`src/logic/ccp_defs.svh`:
```
/*
 * named constants of the capture/compare/pwm channel bank: register
 * offsets, write masks, field positions, reset values and counts.
 * assumes byte addresses on an 8-bit apb address with 32-bit data.
 */
`ifndef CCP_DEFS_SVH
`define CCP_DEFS_SVH

`define CH_COUNT      7
`define CH_LAST_NIB   4'h6
`define OFF_CTRL      4'h0
`define OFF_LOW       4'h4
`define OFF_HIGH      4'h8
`define OFF_TSEL1     8'h80
`define OFF_TSEL2     8'h84
`define OFF_FLAGS     8'h88
`define CTRL_MASK     8'h3f
`define TSEL1_MASK    8'hd7
`define TSEL2_MASK    8'h17
`define MODE_HI       3
`define MODE_LO       0
`define DC_HI         5
`define DC_LO         4
`define SELP_HI       1
`define SELP_LO       0
`define SELQ_BIT      2
`define SELR_BIT      4
`define SELS_HI       7
`define SELS_LO       6
`define CTRL_RST      8'h00
`define TSEL_RST      8'h00
`define DATA_RST      8'h00
`define PRESC_RST     4'h0
`define PRESC_4TH     4'h3
`define PRESC_16TH    4'hf
`define PRESC_STEP    4'h1

`endif

```
`src/logic/ccp_pkg.sv`:
```
/*
 * types of the capture/compare/pwm channel bank.
 * assumes ccp_defs.svh for the numeric constants.
 */
package ccp_pkg;

    typedef enum logic [3:0] {
        MODE_OFF      = 4'b0000,
        MODE_RSV1     = 4'b0001,
        MODE_TOGGLE   = 4'b0010,
        MODE_RSV3     = 4'b0011,
        MODE_CAP_FALL = 4'b0100,
        MODE_CAP_RISE = 4'b0101,
        MODE_CAP_4    = 4'b0110,
        MODE_CAP_16   = 4'b0111,
        MODE_SET_HIGH = 4'b1000,
        MODE_SET_LOW  = 4'b1001,
        MODE_SOFT     = 4'b1010,
        MODE_SPECIAL  = 4'b1011,
        MODE_PWM0     = 4'b1100,
        MODE_PWM1     = 4'b1101,
        MODE_PWM2     = 4'b1110,
        MODE_PWM3     = 4'b1111
    } mode_t;

    typedef enum logic [1:0] {CC_T1 = 2'b00, CC_T3 = 2'b01, CC_T5 = 2'b10} cc_timer_t;
    typedef enum logic [1:0] {PW_T2 = 2'b00, PW_T4 = 2'b01, PW_T6 = 2'b10, PW_T8 = 2'b11}
        pwm_timer_t;

    typedef enum logic [2:0] {
        K_CTRL  = 3'b000,
        K_LOW   = 3'b001,
        K_HIGH  = 3'b010,
        K_TSEL1 = 3'b011,
        K_TSEL2 = 3'b100,
        K_FLAGS = 3'b101
    } reg_kind_t;

    typedef struct packed {
        logic      hit;
        reg_kind_t kind;
        logic [2:0] ch;
    } dec_t;

    // timer values as seen by the channels; period holds t2/t4/t6/t8 period pulses
    typedef struct packed {
        logic [15:0] t1;
        logic [15:0] t3;
        logic [15:0] t5;
        logic [7:0]  t2;
        logic [7:0]  t4;
        logic [7:0]  t6;
        logic [7:0]  t8;
        logic [3:0]  period;
    } timers_t;

endpackage : ccp_pkg

```
`src/logic/ccp_channels.sv`:
```
/*
 * seven capture/compare/pwm channels (instances four to ten) with their
 * shared timer select registers, reached over apb.
 * assumes timer values and period pulses synchronous to REF_CLK and
 * pin inputs already synchronous to REF_CLK.
 */
// Design decisions made here: the APB slave port and the placing of the registers.
`timescale 1ns/10ps
`include "ccp_defs.svh"

// Contract
// - one 16-bit data register per channel
// - mode 0000 disables and resets channel
// - mode 0010 toggles pin on match, sets flag
// - modes 0100-0111 capture fall, rise, 4th, 16th
// - mode 1000 starts low, match forces high
// - mode 1001 starts high, match forces low
// - mode 1010 match sets flag only
// - mode 1011 match sets flag, resets timer
// - 11xx is pwm, 10-bit duty from two fields
// - pwm: high byte buffers low byte duty
// - capture/compare: bytes hold value halves
// - instance seven select maps four timer pairs
// - instance six bit selects 1/2 or 5/2
// - instance five bit selects 1/2 or 5/4
// - instance four select 1/2,3/4,3/6; 11 reserved
// - instance ten bit selects 1/2 or 5/2
// - instance nine bit selects 1/2 or 5/4
// - instance eight select 1/2,3/4,3/6; 11 reserved
// - unimplemented bits ignore writes, read zero
// - control and data bytes all read/write
// - new capture overwrites; flag holds until cleared
module ccp_channels
(
    // clock and reset
    input  wire logic                  REF_CLK,
    input  wire logic                  RST_N,
    // apb slave
    input  wire logic                  PSEL,
    input  wire logic                  PENABLE,
    input  wire logic                  PWRITE,
    input  wire logic [7:0]            PADDR,
    input  wire logic [31:0]           PWDATA,
    output logic      [31:0]           PRDATA,
    output logic                       PREADY,
    output logic                       PSLVERR,
    // shared timers
    input  wire ccp_pkg::timers_t      TIMERS,
    output logic      [2:0]            TIMER_CLR,
    // channel pins and flags
    input  wire logic [6:0]            PIN_IN,
    output logic      [6:0]            PIN_OUT,
    output logic      [6:0]            PIN_OE_N,
    output logic      [6:0]            FLAGS
);
    import ccp_pkg::*;

    logic [7:0]  ctrl      [`CH_COUNT];
    logic [7:0]  data_low  [`CH_COUNT];
    logic [7:0]  data_high [`CH_COUNT];
    logic [1:0]  dc_buf    [`CH_COUNT];
    logic [3:0]  presc     [`CH_COUNT];
    mode_t       mode_prev [`CH_COUNT];
    logic [15:0] cc_val    [`CH_COUNT];
    logic [1:0]  cc_sel    [`CH_COUNT];
    logic [1:0]  pw_sel    [`CH_COUNT];
    mode_t       mode      [`CH_COUNT];
    logic [7:0]  tsel1;
    logic [7:0]  tsel2;
    logic [6:0]  pin_prev;
    logic [6:0]  match_prev;
    logic [6:0]  match;
    logic [6:0]  match_edge;
    logic [6:0]  entered;
    logic [6:0]  cap_event;
    logic [6:0]  flag_set;
    logic [6:0]  is_pwm;
    logic [6:0]  period_hit;
    logic [6:0]  pwm_on;
    logic [6:0]  drives;
    logic [2:0]  next_timer_clr;
    logic [7:0]  rd_byte;
    dec_t        dec;
    logic        wr;
    logic        setup;

    function automatic cc_timer_t cc_pick(input int k, input logic [7:0] s1,
                                          input logic [7:0] s2);
        logic [7:0] s;
        s = (k < 4) ? s1 : s2;
        case (k)
            0, 4:    // reserved 11 falls back to the 1/2 pair
                return (s[`SELP_HI:`SELP_LO] == 2'h1 || s[`SELP_HI:`SELP_LO] == 2'h2)
                       ? CC_T3 : CC_T1;
            1, 5:    return s[`SELQ_BIT] ? CC_T5 : CC_T1;
            2, 6:    return s[`SELR_BIT] ? CC_T5 : CC_T1;
            default: return (s[`SELS_HI:`SELS_LO] == 2'h0) ? CC_T1 : CC_T5;
        endcase
    endfunction : cc_pick

    function automatic pwm_timer_t pw_pick(input int k, input logic [7:0] s1,
                                           input logic [7:0] s2);
        logic [7:0] s;
        s = (k < 4) ? s1 : s2;
        case (k)
            0, 4:
                return (s[`SELP_HI:`SELP_LO] == 2'h1) ? PW_T4 :
                       (s[`SELP_HI:`SELP_LO] == 2'h2) ? PW_T6 : PW_T2;
            1, 5:    return s[`SELQ_BIT] ? PW_T4 : PW_T2;
            2, 6:    return PW_T2;
            default: return pwm_timer_t'(s[`SELS_HI:`SELS_LO]);
        endcase
    endfunction : pw_pick

    function automatic logic [7:0] t8_val(input logic [1:0] s, input timers_t t);
        case (s)
            PW_T2:   return t.t2;
            PW_T4:   return t.t4;
            PW_T6:   return t.t6;
            default: return t.t8;
        endcase
    endfunction : t8_val

    function automatic dec_t decode(input logic [7:0] a);
        dec_t d;
        d = '0;
        d.hit = 1'b1;
        d.ch = a[6:4];
        if (a == `OFF_TSEL1)
            d.kind = K_TSEL1;
        else if (a == `OFF_TSEL2)
            d.kind = K_TSEL2;
        else if (a == `OFF_FLAGS)
            d.kind = K_FLAGS;
        else if (a[7:4] <= `CH_LAST_NIB && a[3:0] == `OFF_CTRL)
            d.kind = K_CTRL;
        else if (a[7:4] <= `CH_LAST_NIB && a[3:0] == `OFF_LOW)
            d.kind = K_LOW;
        else if (a[7:4] <= `CH_LAST_NIB && a[3:0] == `OFF_HIGH)
            d.kind = K_HIGH;
        else
            d.hit = 1'b0;
        return d;
    endfunction : decode

    // zero wait states: read data is staged during the setup cycle
    assign dec = decode(PADDR);
    assign setup = PSEL && !PENABLE;
    assign wr = PSEL && PENABLE && PWRITE && dec.hit;
    assign PREADY = PSEL && PENABLE;

    always_comb
    begin
        next_timer_clr = 3'h0;
        for (int k = 0; k < `CH_COUNT; k++)
        begin
            mode[k] = mode_t'(ctrl[k][`MODE_HI:`MODE_LO]);
            cc_sel[k] = cc_pick(k, tsel1, tsel2);
            pw_sel[k] = pw_pick(k, tsel1, tsel2);
            case (cc_sel[k])
                CC_T1:   cc_val[k] = TIMERS.t1;
                CC_T3:   cc_val[k] = TIMERS.t3;
                default: cc_val[k] = TIMERS.t5;
            endcase
            entered[k] = mode[k] != mode_prev[k];
            match[k] = cc_val[k] == {data_high[k], data_low[k]};
            // a timer resting on the compare value fires once only
            match_edge[k] = match[k] && !match_prev[k];
            is_pwm[k] = mode[k][3] && mode[k][2];
            period_hit[k] = TIMERS.period[pw_sel[k]];
            // duty compare uses the 8-bit timer with zero fraction bits
            pwm_on[k] = {t8_val(pw_sel[k], TIMERS), 2'h0} < {data_high[k], dc_buf[k]};
            case (mode[k])
                MODE_CAP_FALL: cap_event[k] = pin_prev[k] && !PIN_IN[k];
                MODE_CAP_RISE: cap_event[k] = !pin_prev[k] && PIN_IN[k];
                MODE_CAP_4:    cap_event[k] = !pin_prev[k] && PIN_IN[k] &&
                                              presc[k] == `PRESC_4TH;
                MODE_CAP_16:   cap_event[k] = !pin_prev[k] && PIN_IN[k] &&
                                              presc[k] == `PRESC_16TH;
                default:       cap_event[k] = 1'b0;
            endcase
            case (mode[k])
                MODE_TOGGLE, MODE_SET_HIGH, MODE_SET_LOW, MODE_SOFT, MODE_SPECIAL:
                    flag_set[k] = match_edge[k];
                MODE_CAP_FALL, MODE_CAP_RISE, MODE_CAP_4, MODE_CAP_16:
                    flag_set[k] = cap_event[k];
                default:
                    flag_set[k] = 1'b0;
            endcase
            drives[k] = is_pwm[k] || mode[k] == MODE_TOGGLE || mode[k] == MODE_SET_HIGH ||
                        mode[k] == MODE_SET_LOW;
            if (mode[k] == MODE_SPECIAL && match_edge[k])
                next_timer_clr[cc_sel[k]] = 1'b1;
        end
    end

    // configuration registers
    always_ff @(posedge REF_CLK)
    begin
        if (!RST_N)
        begin
            tsel1 <= `TSEL_RST;
            tsel2 <= `TSEL_RST;
            for (int k = 0; k < `CH_COUNT; k++)
                ctrl[k] <= `CTRL_RST;
        end
        else if (wr)
        begin
            if (dec.kind == K_TSEL1)
                tsel1 <= PWDATA[7:0] & `TSEL1_MASK;
            if (dec.kind == K_TSEL2)
                tsel2 <= PWDATA[7:0] & `TSEL2_MASK;
            if (dec.kind == K_CTRL)
                ctrl[dec.ch] <= PWDATA[7:0] & `CTRL_MASK;
        end
    end

    // data register pair: capture wins over a software write in the same cycle
    always_ff @(posedge REF_CLK)
    begin
        for (int k = 0; k < `CH_COUNT; k++)
        begin
            if (!RST_N)
            begin
                data_low[k] <= `DATA_RST;
                data_high[k] <= `DATA_RST;
                dc_buf[k] <= 2'h0;
            end
            else if (cap_event[k])
            begin
                {data_high[k], data_low[k]} <= cc_val[k];
            end
            else
            begin
                if (wr && dec.kind == K_LOW && dec.ch == k[2:0])
                    data_low[k] <= PWDATA[7:0];
                if (is_pwm[k] && period_hit[k])
                begin
                    data_high[k] <= data_low[k];
                    dc_buf[k] <= ctrl[k][`DC_HI:`DC_LO];
                end
                else if (wr && dec.kind == K_HIGH && dec.ch == k[2:0])
                    data_high[k] <= PWDATA[7:0];
            end
        end
    end

    // edge history, prescaler and mode tracking
    always_ff @(posedge REF_CLK)
    begin
        for (int k = 0; k < `CH_COUNT; k++)
        begin
            if (!RST_N || mode[k] == MODE_OFF)
            begin
                presc[k] <= `PRESC_RST;
                match_prev[k] <= 1'b0;
                mode_prev[k] <= MODE_OFF;
                pin_prev[k] <= 1'b0;
            end
            else
            begin
                mode_prev[k] <= mode[k];
                match_prev[k] <= match[k];
                pin_prev[k] <= PIN_IN[k];
                if (entered[k] || cap_event[k])
                    presc[k] <= `PRESC_RST;
                else if (!pin_prev[k] && PIN_IN[k])
                    presc[k] <= presc[k] + `PRESC_STEP;
            end
        end
    end

    // pin level and drive
    always_ff @(posedge REF_CLK)
    begin
        for (int k = 0; k < `CH_COUNT; k++)
        begin
            if (!RST_N)
            begin
                PIN_OUT[k] <= 1'b0;
                PIN_OE_N[k] <= 1'b1;
            end
            else
            begin
                PIN_OE_N[k] <= !drives[k];
                case (mode[k])
                    MODE_TOGGLE:
                        if (match_edge[k])
                            PIN_OUT[k] <= !PIN_OUT[k];
                    MODE_SET_HIGH:
                        if (entered[k])
                            PIN_OUT[k] <= 1'b0;
                        else if (match_edge[k])
                            PIN_OUT[k] <= 1'b1;
                    MODE_SET_LOW:
                        if (entered[k])
                            PIN_OUT[k] <= 1'b1;
                        else if (match_edge[k])
                            PIN_OUT[k] <= 1'b0;
                    MODE_PWM0, MODE_PWM1, MODE_PWM2, MODE_PWM3:
                        PIN_OUT[k] <= pwm_on[k];
                    MODE_OFF, MODE_RSV1, MODE_RSV3:
                        PIN_OUT[k] <= 1'b0;
                    default:
                        PIN_OUT[k] <= PIN_OUT[k];
                endcase
            end
        end
    end

    // flags: write one to clear, a new event in the same cycle wins
    always_ff @(posedge REF_CLK)
    begin
        if (!RST_N)
            FLAGS <= 7'h00;
        else if (wr && dec.kind == K_FLAGS)
            FLAGS <= (FLAGS & ~PWDATA[6:0]) | flag_set;
        else
            FLAGS <= FLAGS | flag_set;
    end

    always_ff @(posedge REF_CLK)
    begin
        if (!RST_N)
            TIMER_CLR <= 3'h0;
        else
            TIMER_CLR <= next_timer_clr;
    end

    // read path
    always_comb
    begin
        case (dec.kind)
            K_CTRL:  rd_byte = ctrl[dec.ch];
            K_LOW:   rd_byte = data_low[dec.ch];
            K_HIGH:  rd_byte = data_high[dec.ch];
            K_TSEL1: rd_byte = tsel1;
            K_TSEL2: rd_byte = tsel2;
            default: rd_byte = {1'b0, FLAGS};
        endcase
    end

    always_ff @(posedge REF_CLK)
    begin
        if (!RST_N)
        begin
            PRDATA <= 32'h0000_0000;
            PSLVERR <= 1'b0;
        end
        else if (setup)
        begin
            PRDATA <= dec.hit ? {24'h00_0000, rd_byte} : 32'h0000_0000;
            PSLVERR <= !dec.hit;
        end
    end

    for (genvar g = 0; g < `CH_COUNT; g++)
    begin : chk

    end
endmodule : ccp_channels

```
`config.mk`:
```
export PLATFORM = sky130hd
export DESIGN_NAME = ccp_channels
export DESIGN_NICKNAME = d
export VERILOG_FILES = /design/src/logic/ccp_pkg.sv /design/src/logic/ccp_channels.sv
export VERILOG_INCLUDE_DIRS = /design/src /design/src/logic
export SDC_FILE = /design/constraint.sdc
export NUM_CORES = 1
export LEC_CHECK = 0
export BUFFER_PORTS_ARGS = -buffer_cell sky130_fd_sc_hd__buf_4
export CORE_MARGIN = 4
export CORE_UTILIZATION = 42
export DETAILED_ROUTE_END_ITERATION = 10
export GPL_TIMING_DRIVEN = 0
export PLACE_DENSITY = 0.62
export SYNTH_ARGS = -nofsm -noshare
export SYNTH_HDL_FRONTEND = slang
export SYNTH_SLANG_ARGS = --single-unit
```
`constraint.sdc`:
```
create_clock -name REF_CLK -period 3.95 [get_ports REF_CLK]
set_input_delay 0.395 -clock REF_CLK [delete_from_list [all_inputs] [get_ports REF_CLK]]
set_output_delay 0.395 -clock REF_CLK [all_outputs]
set_load 0.1 [all_outputs]
```
After elaboration in Yosys (flattened, before gate mapping)
Memory sizes are Yosys's and may differ from the RTL's.
Cells that the tools add are included.
{"block": "classes", "multipliers": 0, "bitwise": 39, "shift": 0, "addsub": 7, "n_eq_ne": 191, "n_mux": 302, "order_cmp": 28, "div": 0, "n_reduce_logical": 243}
{"op": "$mux 8", "n": 40}
{"op": "$eq 4x4->1 const B", "n": 64}
{"op": "$pmux 16 s2", "n": 7}
{"op": "$mux 1", "n": 161}
{"op": "$pmux 8 s3", "n": 5}
{"op": "$eq 4x3->1 const B", "n": 29}
{"op": "$eq 16x16->1", "n": 7}
{"op": "$logic_and 1x1->1", "n": 87}
{"op": "$eq 4x2->1 const B", "n": 21}
{"op": "$mux 4", "n": 21}
{"op": "$lt 10x10->1", "n": 7}
{"op": "$reduce_or 4->1", "n": 14}
{"op": "$bmux 8 s3", "n": 2}
{"op": "$ne 3x3->1 const B", "n": 14}
{"op": "$pmux 8 s5", "n": 1}
{"op": "$logic_not 1->1", "n": 38}
{"op": "$mux 2", "n": 19}
{"op": "$logic_or 1x1->1", "n": 37}
{"op": "$pmux 1 s5", "n": 7}
{"op": "$reduce_bool 5->1", "n": 7}
{"op": "$reduce_or 5->1", "n": 7}
{"op": "$mux 3", "n": 11}
{"op": "$logic_not 4->1", "n": 8}
{"op": "$add 4x1->4 const B", "n": 7}
{"op": "other kinds (37)", "n": 189}
{"block": "totals", "word_cells": 856, "latch_bits": 0, "n_memories": 4, "ff_bits": 193, "ram_bits": 112, "out_inout_bits": 58, "inputBits": 136, "mem_bits_ro": 0}
{"name": "ctrl", "depth": 7, "width": 6, "read_ports": 8, "rd_clocked_by_memory_dff": 0, "wr": 7, "line_no": "ccp_channels.sv:58", "text": "logic [7:0] ctrl [`CH_COUNT];"}
{"name": "mode_prev", "depth": 7, "width": 4, "read_ports": 7, "rd_clocked_by_memory_dff": 0, "wr": 7, "line_no": "ccp_channels.sv:63", "text": "mode_t mode_prev [`CH_COUNT];"}
{"name": "presc", "depth": 7, "width": 4, "read_ports": 7, "rd_clocked_by_memory_dff": 0, "wr": 7, "line_no": "ccp_channels.sv:62", "text": "logic [3:0] presc [`CH_COUNT];"}
{"name": "dc_buf", "depth": 7, "width": 2, "read_ports": 7, "rd_clocked_by_memory_dff": 0, "wr": 7, "line_no": "ccp_channels.sv:61", "text": "logic [1:0] dc_buf [`CH_COUNT];"}

Depth between registers and ports, before layout
{"block": "logic_depth", "ltp_word": 21, "mapped_depth": 15, "ltp_nobuf": 13}

Least setup slack after synthesis
Ideal clock, no wire load.
{"block": "synth_path", "path_kind": "flip-flop to flip-flop", "from": "register tsel1[0]", "to": "register PIN_OUT[0]", "arrival_ps": 2896, "n_path_buf": 3, "synth_period_minus_slack_ps": 2981, "t_required_ps": 3864, "stages_incl_launch_ff": 16, "slack_ps": 969, "setup_time_ps": 86, "cell_sequence": "dfxtp_1 inv_1 ha_1 buf_2 buf_6 clkbuf_1 a222oi_1 a21oi_1 ha_1 a21o_1 a21oi_1 o21ai_0 a21oi_1 nor2b_1 o311a_1 a211oi_1"}
{"block": "synth_via", "elab_chain_cells": 9, "elab_cells_between_ends": 21, "classes_between": "1 x order compare; 9 x eq/ne; 6 x mux; 5 x reduce/logical"}
{"item": "from (decl)", "line_no": "ccp_channels.sv:68", "text": "logic [7:0] tsel1;"}
{"item": "from (signal assigned)", "line_no": "ccp_channels.sv:202", "text": "tsel1 <= `TSEL_RST;"}
{"item": "from (signal assigned)", "line_no": "ccp_channels.sv:210", "text": "tsel1 <= PWDATA[7:0] & `TSEL1_MASK;"}
{"item": "branches (longest 9 deep; another with $lt 10x10->1)"}
{"item": "to (signal, indexed assignment)", "line_no": "ccp_channels.sv:289", "text": "PIN_OUT[k] <= !PIN_OUT[k];"}
{"item": "to (signal, indexed assignment)", "line_no": "ccp_channels.sv:301", "text": "PIN_OUT[k] <= pwm_on[k];"}
{"item": "to (signal, indexed assignment)", "line_no": "ccp_channels.sv:305", "text": "PIN_OUT[k] <= PIN_OUT[k];"}
{"item": "to (decl)", "line_no": "ccp_channels.sv:52", "text": "output logic [6:0] PIN_OUT,"}
Several ways; the timed one is not identified.
A chain may end at the register's enable or synchronous reset.

Worst setup path after layout
{"block": "layout_path", "from": "register tsel1[4]", "to": "register TIMER_CLR[0]"}
{"block": "layout_via", "elab_chain_cells": 15, "elab_cells_between_ends": 22, "classes_between": "2 x order compare; 2 x eq/ne; 9 x mux; 5 x bitwise; 4 x reduce/logical"}
{"item": "$mux 2 (*)", "line_no": "ccp_channels.sv:96", "text": "2, 6: return s[`SELR_BIT] ? CC_T5 : CC_T1;"}
{"item": "$lt 2x3->1 (not written as such), or another cell as far along", "line_no": "ccp_channels.sv:193", "text": "next_timer_clr[cc_sel[k]] = 1'b1;"}
{"item": "$logic_and 1x1->1 (not written as such) / $pmux 16 s2 (equally long branches)", "line_no": "ccp_channels.sv:193, ccp_channels.sv:160"}
{"item": "$mux 1 (not written as such) / $eq 16x16->1 (equally long branches)", "line_no": "ccp_channels.sv:193, ccp_channels.sv:166"}
{"item": "$demux 1 s2 / $logic_and 1x1->1 (equally long branches)", "line_no": "ccp_channels.sv:193, ccp_channels.sv:168"}
{"item": "$or 3x3->3 (no source line) / $logic_and 1x1->1 (equally long branches)"}
{"item": "$mux 3 (*)", "line_no": "ccp_channels.sv:192", "text": "if (mode[k] == MODE_SPECIAL && match_edge[k])"}
{"item": "$or 3x3->3 (no source line)"}
{"item": "$mux 3 (*)", "line_no": "ccp_channels.sv:192"}
{"item": "$or 3x3->3 (no source line)"}
{"item": "$mux 3 (*)", "line_no": "ccp_channels.sv:192"}
{"item": "$or 3x3->3 (no source line)"}
{"item": "$mux 3 (*)", "line_no": "ccp_channels.sv:192"}
{"item": "$or 3x3->3 (no source line)"}
{"item": "$mux 3 (*)", "line_no": "ccp_channels.sv:192"}
{"item": "to (signal assigned)", "line_no": "ccp_channels.sv:327", "text": "TIMER_CLR <= next_timer_clr;"}
{"item": "to (decl)", "line_no": "ccp_channels.sv:49", "text": "output logic [2:0] TIMER_CLR,"}
Mark *: on every way between the ends. The rest lies on a longest branch, timed or not.

==> results.cfg <==
[timing]
fin_worst_hold_slack_ns = 0.05841
period_share_pct = 96.49
setup_violations = 0
finalCriticalPeriod_ns = 3.811
relSlewSlack_pct = 12.25
worstMarginPinSlew_ns = 1.316
clock_skew_ns = 0.02487
timing.fmax_mhz = 262.4
hold_viol = 0
maxSlewViolCount = 0
rsz0062_at_grt = false

[run]
drv_cap = 0

[layout]
layout-area-overhead-vs-synth_pct = 14.88
final_cell_area_sq_um = 23250
fin_cells = 3244
fin_util_pct = 48.80
drive_above_1_share_pct = 12.25
antenna_cells = 0
final_nets = 2808

[synth]
async_reset_ff_share_pct = 0
yosysWarnings = 0
synthFlopType = dfxtp_1
synth_area_sq_um = 20240
synth_seq_cells = 287
synth_edf_count = 84
syn_area_per_cell_sq_um = 8.398
synthDistinctLibCells = 74
synthCells = 2410
synth_sequential_area_ratio_pct = 32.54

[floorplan]
ios = 194
rows = 80
dieArea_sq_um = 51770
core_area_sq_um = 47650
die_h_um = 227.5
fp.dieW_um = 227.5
initial_utilization_pct = 42.48

[worst_setup_path]
critPathMaxStageDelay_ns = 0.87
path_common_cell = nor4_1
critPathTopFamily = simple AND/OR/NAND/NOR gates
worstSetupPathType = flop to flop
cp_num_buf_inv = 1
cp_slowest_cell = clkbuf_1
rrSetupSlack_ns = 0.14
start_kind = flop
endpoint_kind = flop
arrival_ns = 4.28
cp.required_ns = 4.42
worstPathCellList = clkbuf_1, mux2i_1, xnor2_1, nor4_1, nand4_1, nor4_1, nor4_1, a21oi_1
crit_fanout = 10

[status]
status = finished clean

[clock_tree]
clk_pin_slew_ns = 0.06
clk_latency_ns = 0.57
cts_tree = built
htree_levels = 2
cts_buffers = 37
cts_buffer_depth = 3
cts_root_buf = clkbuf_16
hold_buffers = 0
clock-sinks = 287
cts_setup_buffers = 0

[drt]
viasPerCell = 6.317
drt_first_pass_iters = 7
via_count = 20490
drc = 0
routed_wl_mm = 96.11
routedWlPerCell_um = 29.63
antenna_left = 0
drt_iter0_drc = 2834

[global_route]
grt_usage_pct = 36.00
antenna_found_initial = 2
grt_pass1_wl_mm = 133.3
grt_max_degree = 14
grt_pass1_vias = 18980
grt_remaining_overflow = 0

[power_and_ir_drop]
p_leak_nw = 8.593
p_switching_mw = 2.550
max-vdd-ir-drop_v = 0.0002595
pwr-share-comb_pct = 18.9
p_clk_share_pct = 41.7
internal_power_mw = 5.584
netSwitchingFraction_pct = 31.35
pwr-share-seq_pct = 39.4
power.density_nw_per_um2 = 349.8

[placed_design]
detailed_place.area_sq_um = 22050
dp.cells = 3179
dp_hpwl_mm = 74.22
numPortBuffers = 124
gp_congestion = 1.027

[worst_hold_path]
hp-class = input pin to flop
[sequential cells by signal, indices dropped and copies added (netlist names), 3 cells and up]
signal      flops
presc          28
dc_buf         14
pin_prev        7
TIMER_CLR       3
match_prev      7
PRDATA          8
mode_prev      28
PIN_OE_N        7
FLAGS           7
tsel1           6
tsel2           4
ctrl           48
PIN_OUT         7
data_high      56
data_low       56
[layout by cell type (no fill, tap or decap), drive strengths merged, types with 11 or more instances in the layout]
master | netlist | routed
a2111oi | 12 | 12
a211oi | 91 | 91
a21oi | 215 | 215
a31oi | 12 | 12
and2 | 41 | 41
and3 | 28 | 28
buf | 63 | 188
clkbuf | 136 | 183
clkinv | 1 | 15
conb | 1 | 30
dfxtp | 203 | 203
edfxtp | 84 | 84
ha | 69 | 69
inv | 102 | 102
mux2 | 27 | 27
mux2i | 174 | 174
mux4 | 38 | 38
nand2 | 179 | 179
nand3 | 70 | 70
nand4 | 11 | 11
nor2 | 334 | 334
nor2b | 35 | 35
nor3 | 21 | 21
nor4 | 31 | 31
o21ai | 88 | 88
o22ai | 17 | 17
o31ai | 15 | 15
xnor2 | 127 | 127
xor2 | 32 | 32
[power groups by stage]
stage / combinational (mW) / sequential, mW / clock [mW]
finish: 1.54 / 3.20 / 3.39
CTS: 1.49 / 3.20 / 3.41
global route: 1.60 / 3.21 / 3.53
floorplan: 0.851 / 3.32 / 0
detailed placement: 1.48 / 3.26 / 0
global placement: 1.47 / 3.26 / 0
[synth_stat cells, types with 5 or more instances]
cell type | count | area (sq um)
nor3_1 | 20 | 100.1
a221oi_1 | 6 | 52.55
nor2b_1 | 35 | 219.0
nor3b_1 | 6 | 45.04
o21bai_1 | 6 | 45.04
xor2_1 | 32 | 280.3
o221ai_1 | 5 | 43.79
o41ai_1 | 7 | 61.31
a2111oi_0 | 11 | 96.34
o2111ai_1 | 8 | 70.07
nor4_1 | 30 | 187.7
nand2_1 | 179 | 671.9
buf_1 | 10 | 37.54
and3_1 | 28 | 175.2
nand4_1 | 11 | 68.82
mux2_2 | 27 | 304.0
a22oi_1 | 9 | 67.56
buf_2 | 25 | 125.1
dfxtp_1 | 203 | 4064
o21a_1 | 8 | 60.06
buf_4 | 24 | 180.2
nor2_1 | 334 | 1254
a222oi_1 | 10 | 100.1
a211oi_1 | 91 | 683.2
xnor2_1 | 127 | 1112
clkbuf_1 | 136 | 510.5
a21boi_0 | 5 | 37.54
nand2b_1 | 8 | 50.05
o22ai_1 | 17 | 106.4
or2_2 | 6 | 37.54
o31ai_1 | 15 | 112.6
ha_1 | 69 | 863.3
nor4b_1 | 5 | 43.79
a21oi_1 | 214 | 1071
nand3_1 | 70 | 350.3
or3_1 | 10 | 62.56
edfxtp_1 | 84 | 2522
and2_1 | 41 | 256.5
inv_1 | 101 | 379.1
o21ai_0 | 88 | 440.4
mux2i_1 | 173 | 1732
mux4_2 | 38 | 855.8
a31oi_1 | 12 | 75.07
a311oi_1 | 8 | 70.07
[metal layers]
layer	vias to the layer above	part of all wire (%)	routed length (um)	GRT usage [%]
li1	8964	-	-	-
met1	9803	40	38910	48.80
met2	1396	42	40320	53.46
met3	328	11	10230	7.789
met4	0	6.9	6645	20.03
met5	-	0	0	0
[kinds of logic (layout without fill, tap and decap cells)]
family          after synthesis  count (layout)  synth area share [%]
simple gates                797             797                 18.08
compound gates              556             556                 17.51
xor+xnor                    159             159                 6.881
mux                         239             239                 14.35
buf+inv                     302             492                 6.349
fa+ha+maj                    69              69                 4.266
flops                       287             287                 32.54
other cells                   1              30               0.01853
[worst register-to-register path, cell delays in order, from the launching register on]
cell and delay, ns:
dfxtp_1 0.39, clkbuf_1 0.87, mux2i_1 0.45, xnor2_1 0.11
nor4_1 0.28, nand4_1 0.38, nor4_1 0.88, nor4_1 0.14
a21oi_1 0.23
[metrics by stage]
step	setup WS [ns]	power [mW]	setup TNS, ns
2_1_floorplan	0.9685	4.175	0
3_3_place_gp	-0.01616	4.734	-0.09606
3_5_place_dp	-0.1260	4.749	-0.7550
4_1_cts	0.08185	8.103	0
5_1_grt	0.01497	8.345	0
6_report	0.1387	8.134	0
[path summary, 6_finish.rpt]
check                           cells past startpoint            to      start
worst min-delay path                                2   pin_prev[4]  PIN_IN[4]
worst min register to register                      2     PRDATA[4]  PRDATA[4]
worst max-delay path                                8  TIMER_CLR[0]   tsel1[4]
worst max register to register                      8  TIMER_CLR[0]   tsel1[4]
[what timing repair did]
action                     in CTS  in global routing
hold endpoints to repair        0                  0
gates resized for setup         0                  2
setup endpoints to repair       0                  2
[area by class of cell]
| cell class | instances | area, sq um |
|---|---|---|
| fillers | 4691 | 24390 |
| clock buffers | 47 | 1036 |
| flip-flops and latches | 287 | 6586 |
| clock inverters | 18 | 151.4 |
| inverters | 103 | 386.6 |
| well taps | 615 | 769.5 |
| multi-input cells | 1850 | 12480 |
| repair buffers | 126 | 943.4 |
| plain buffers | 198 | 897.1 |
No activity file was read; power rests on OpenSTA's default activity.
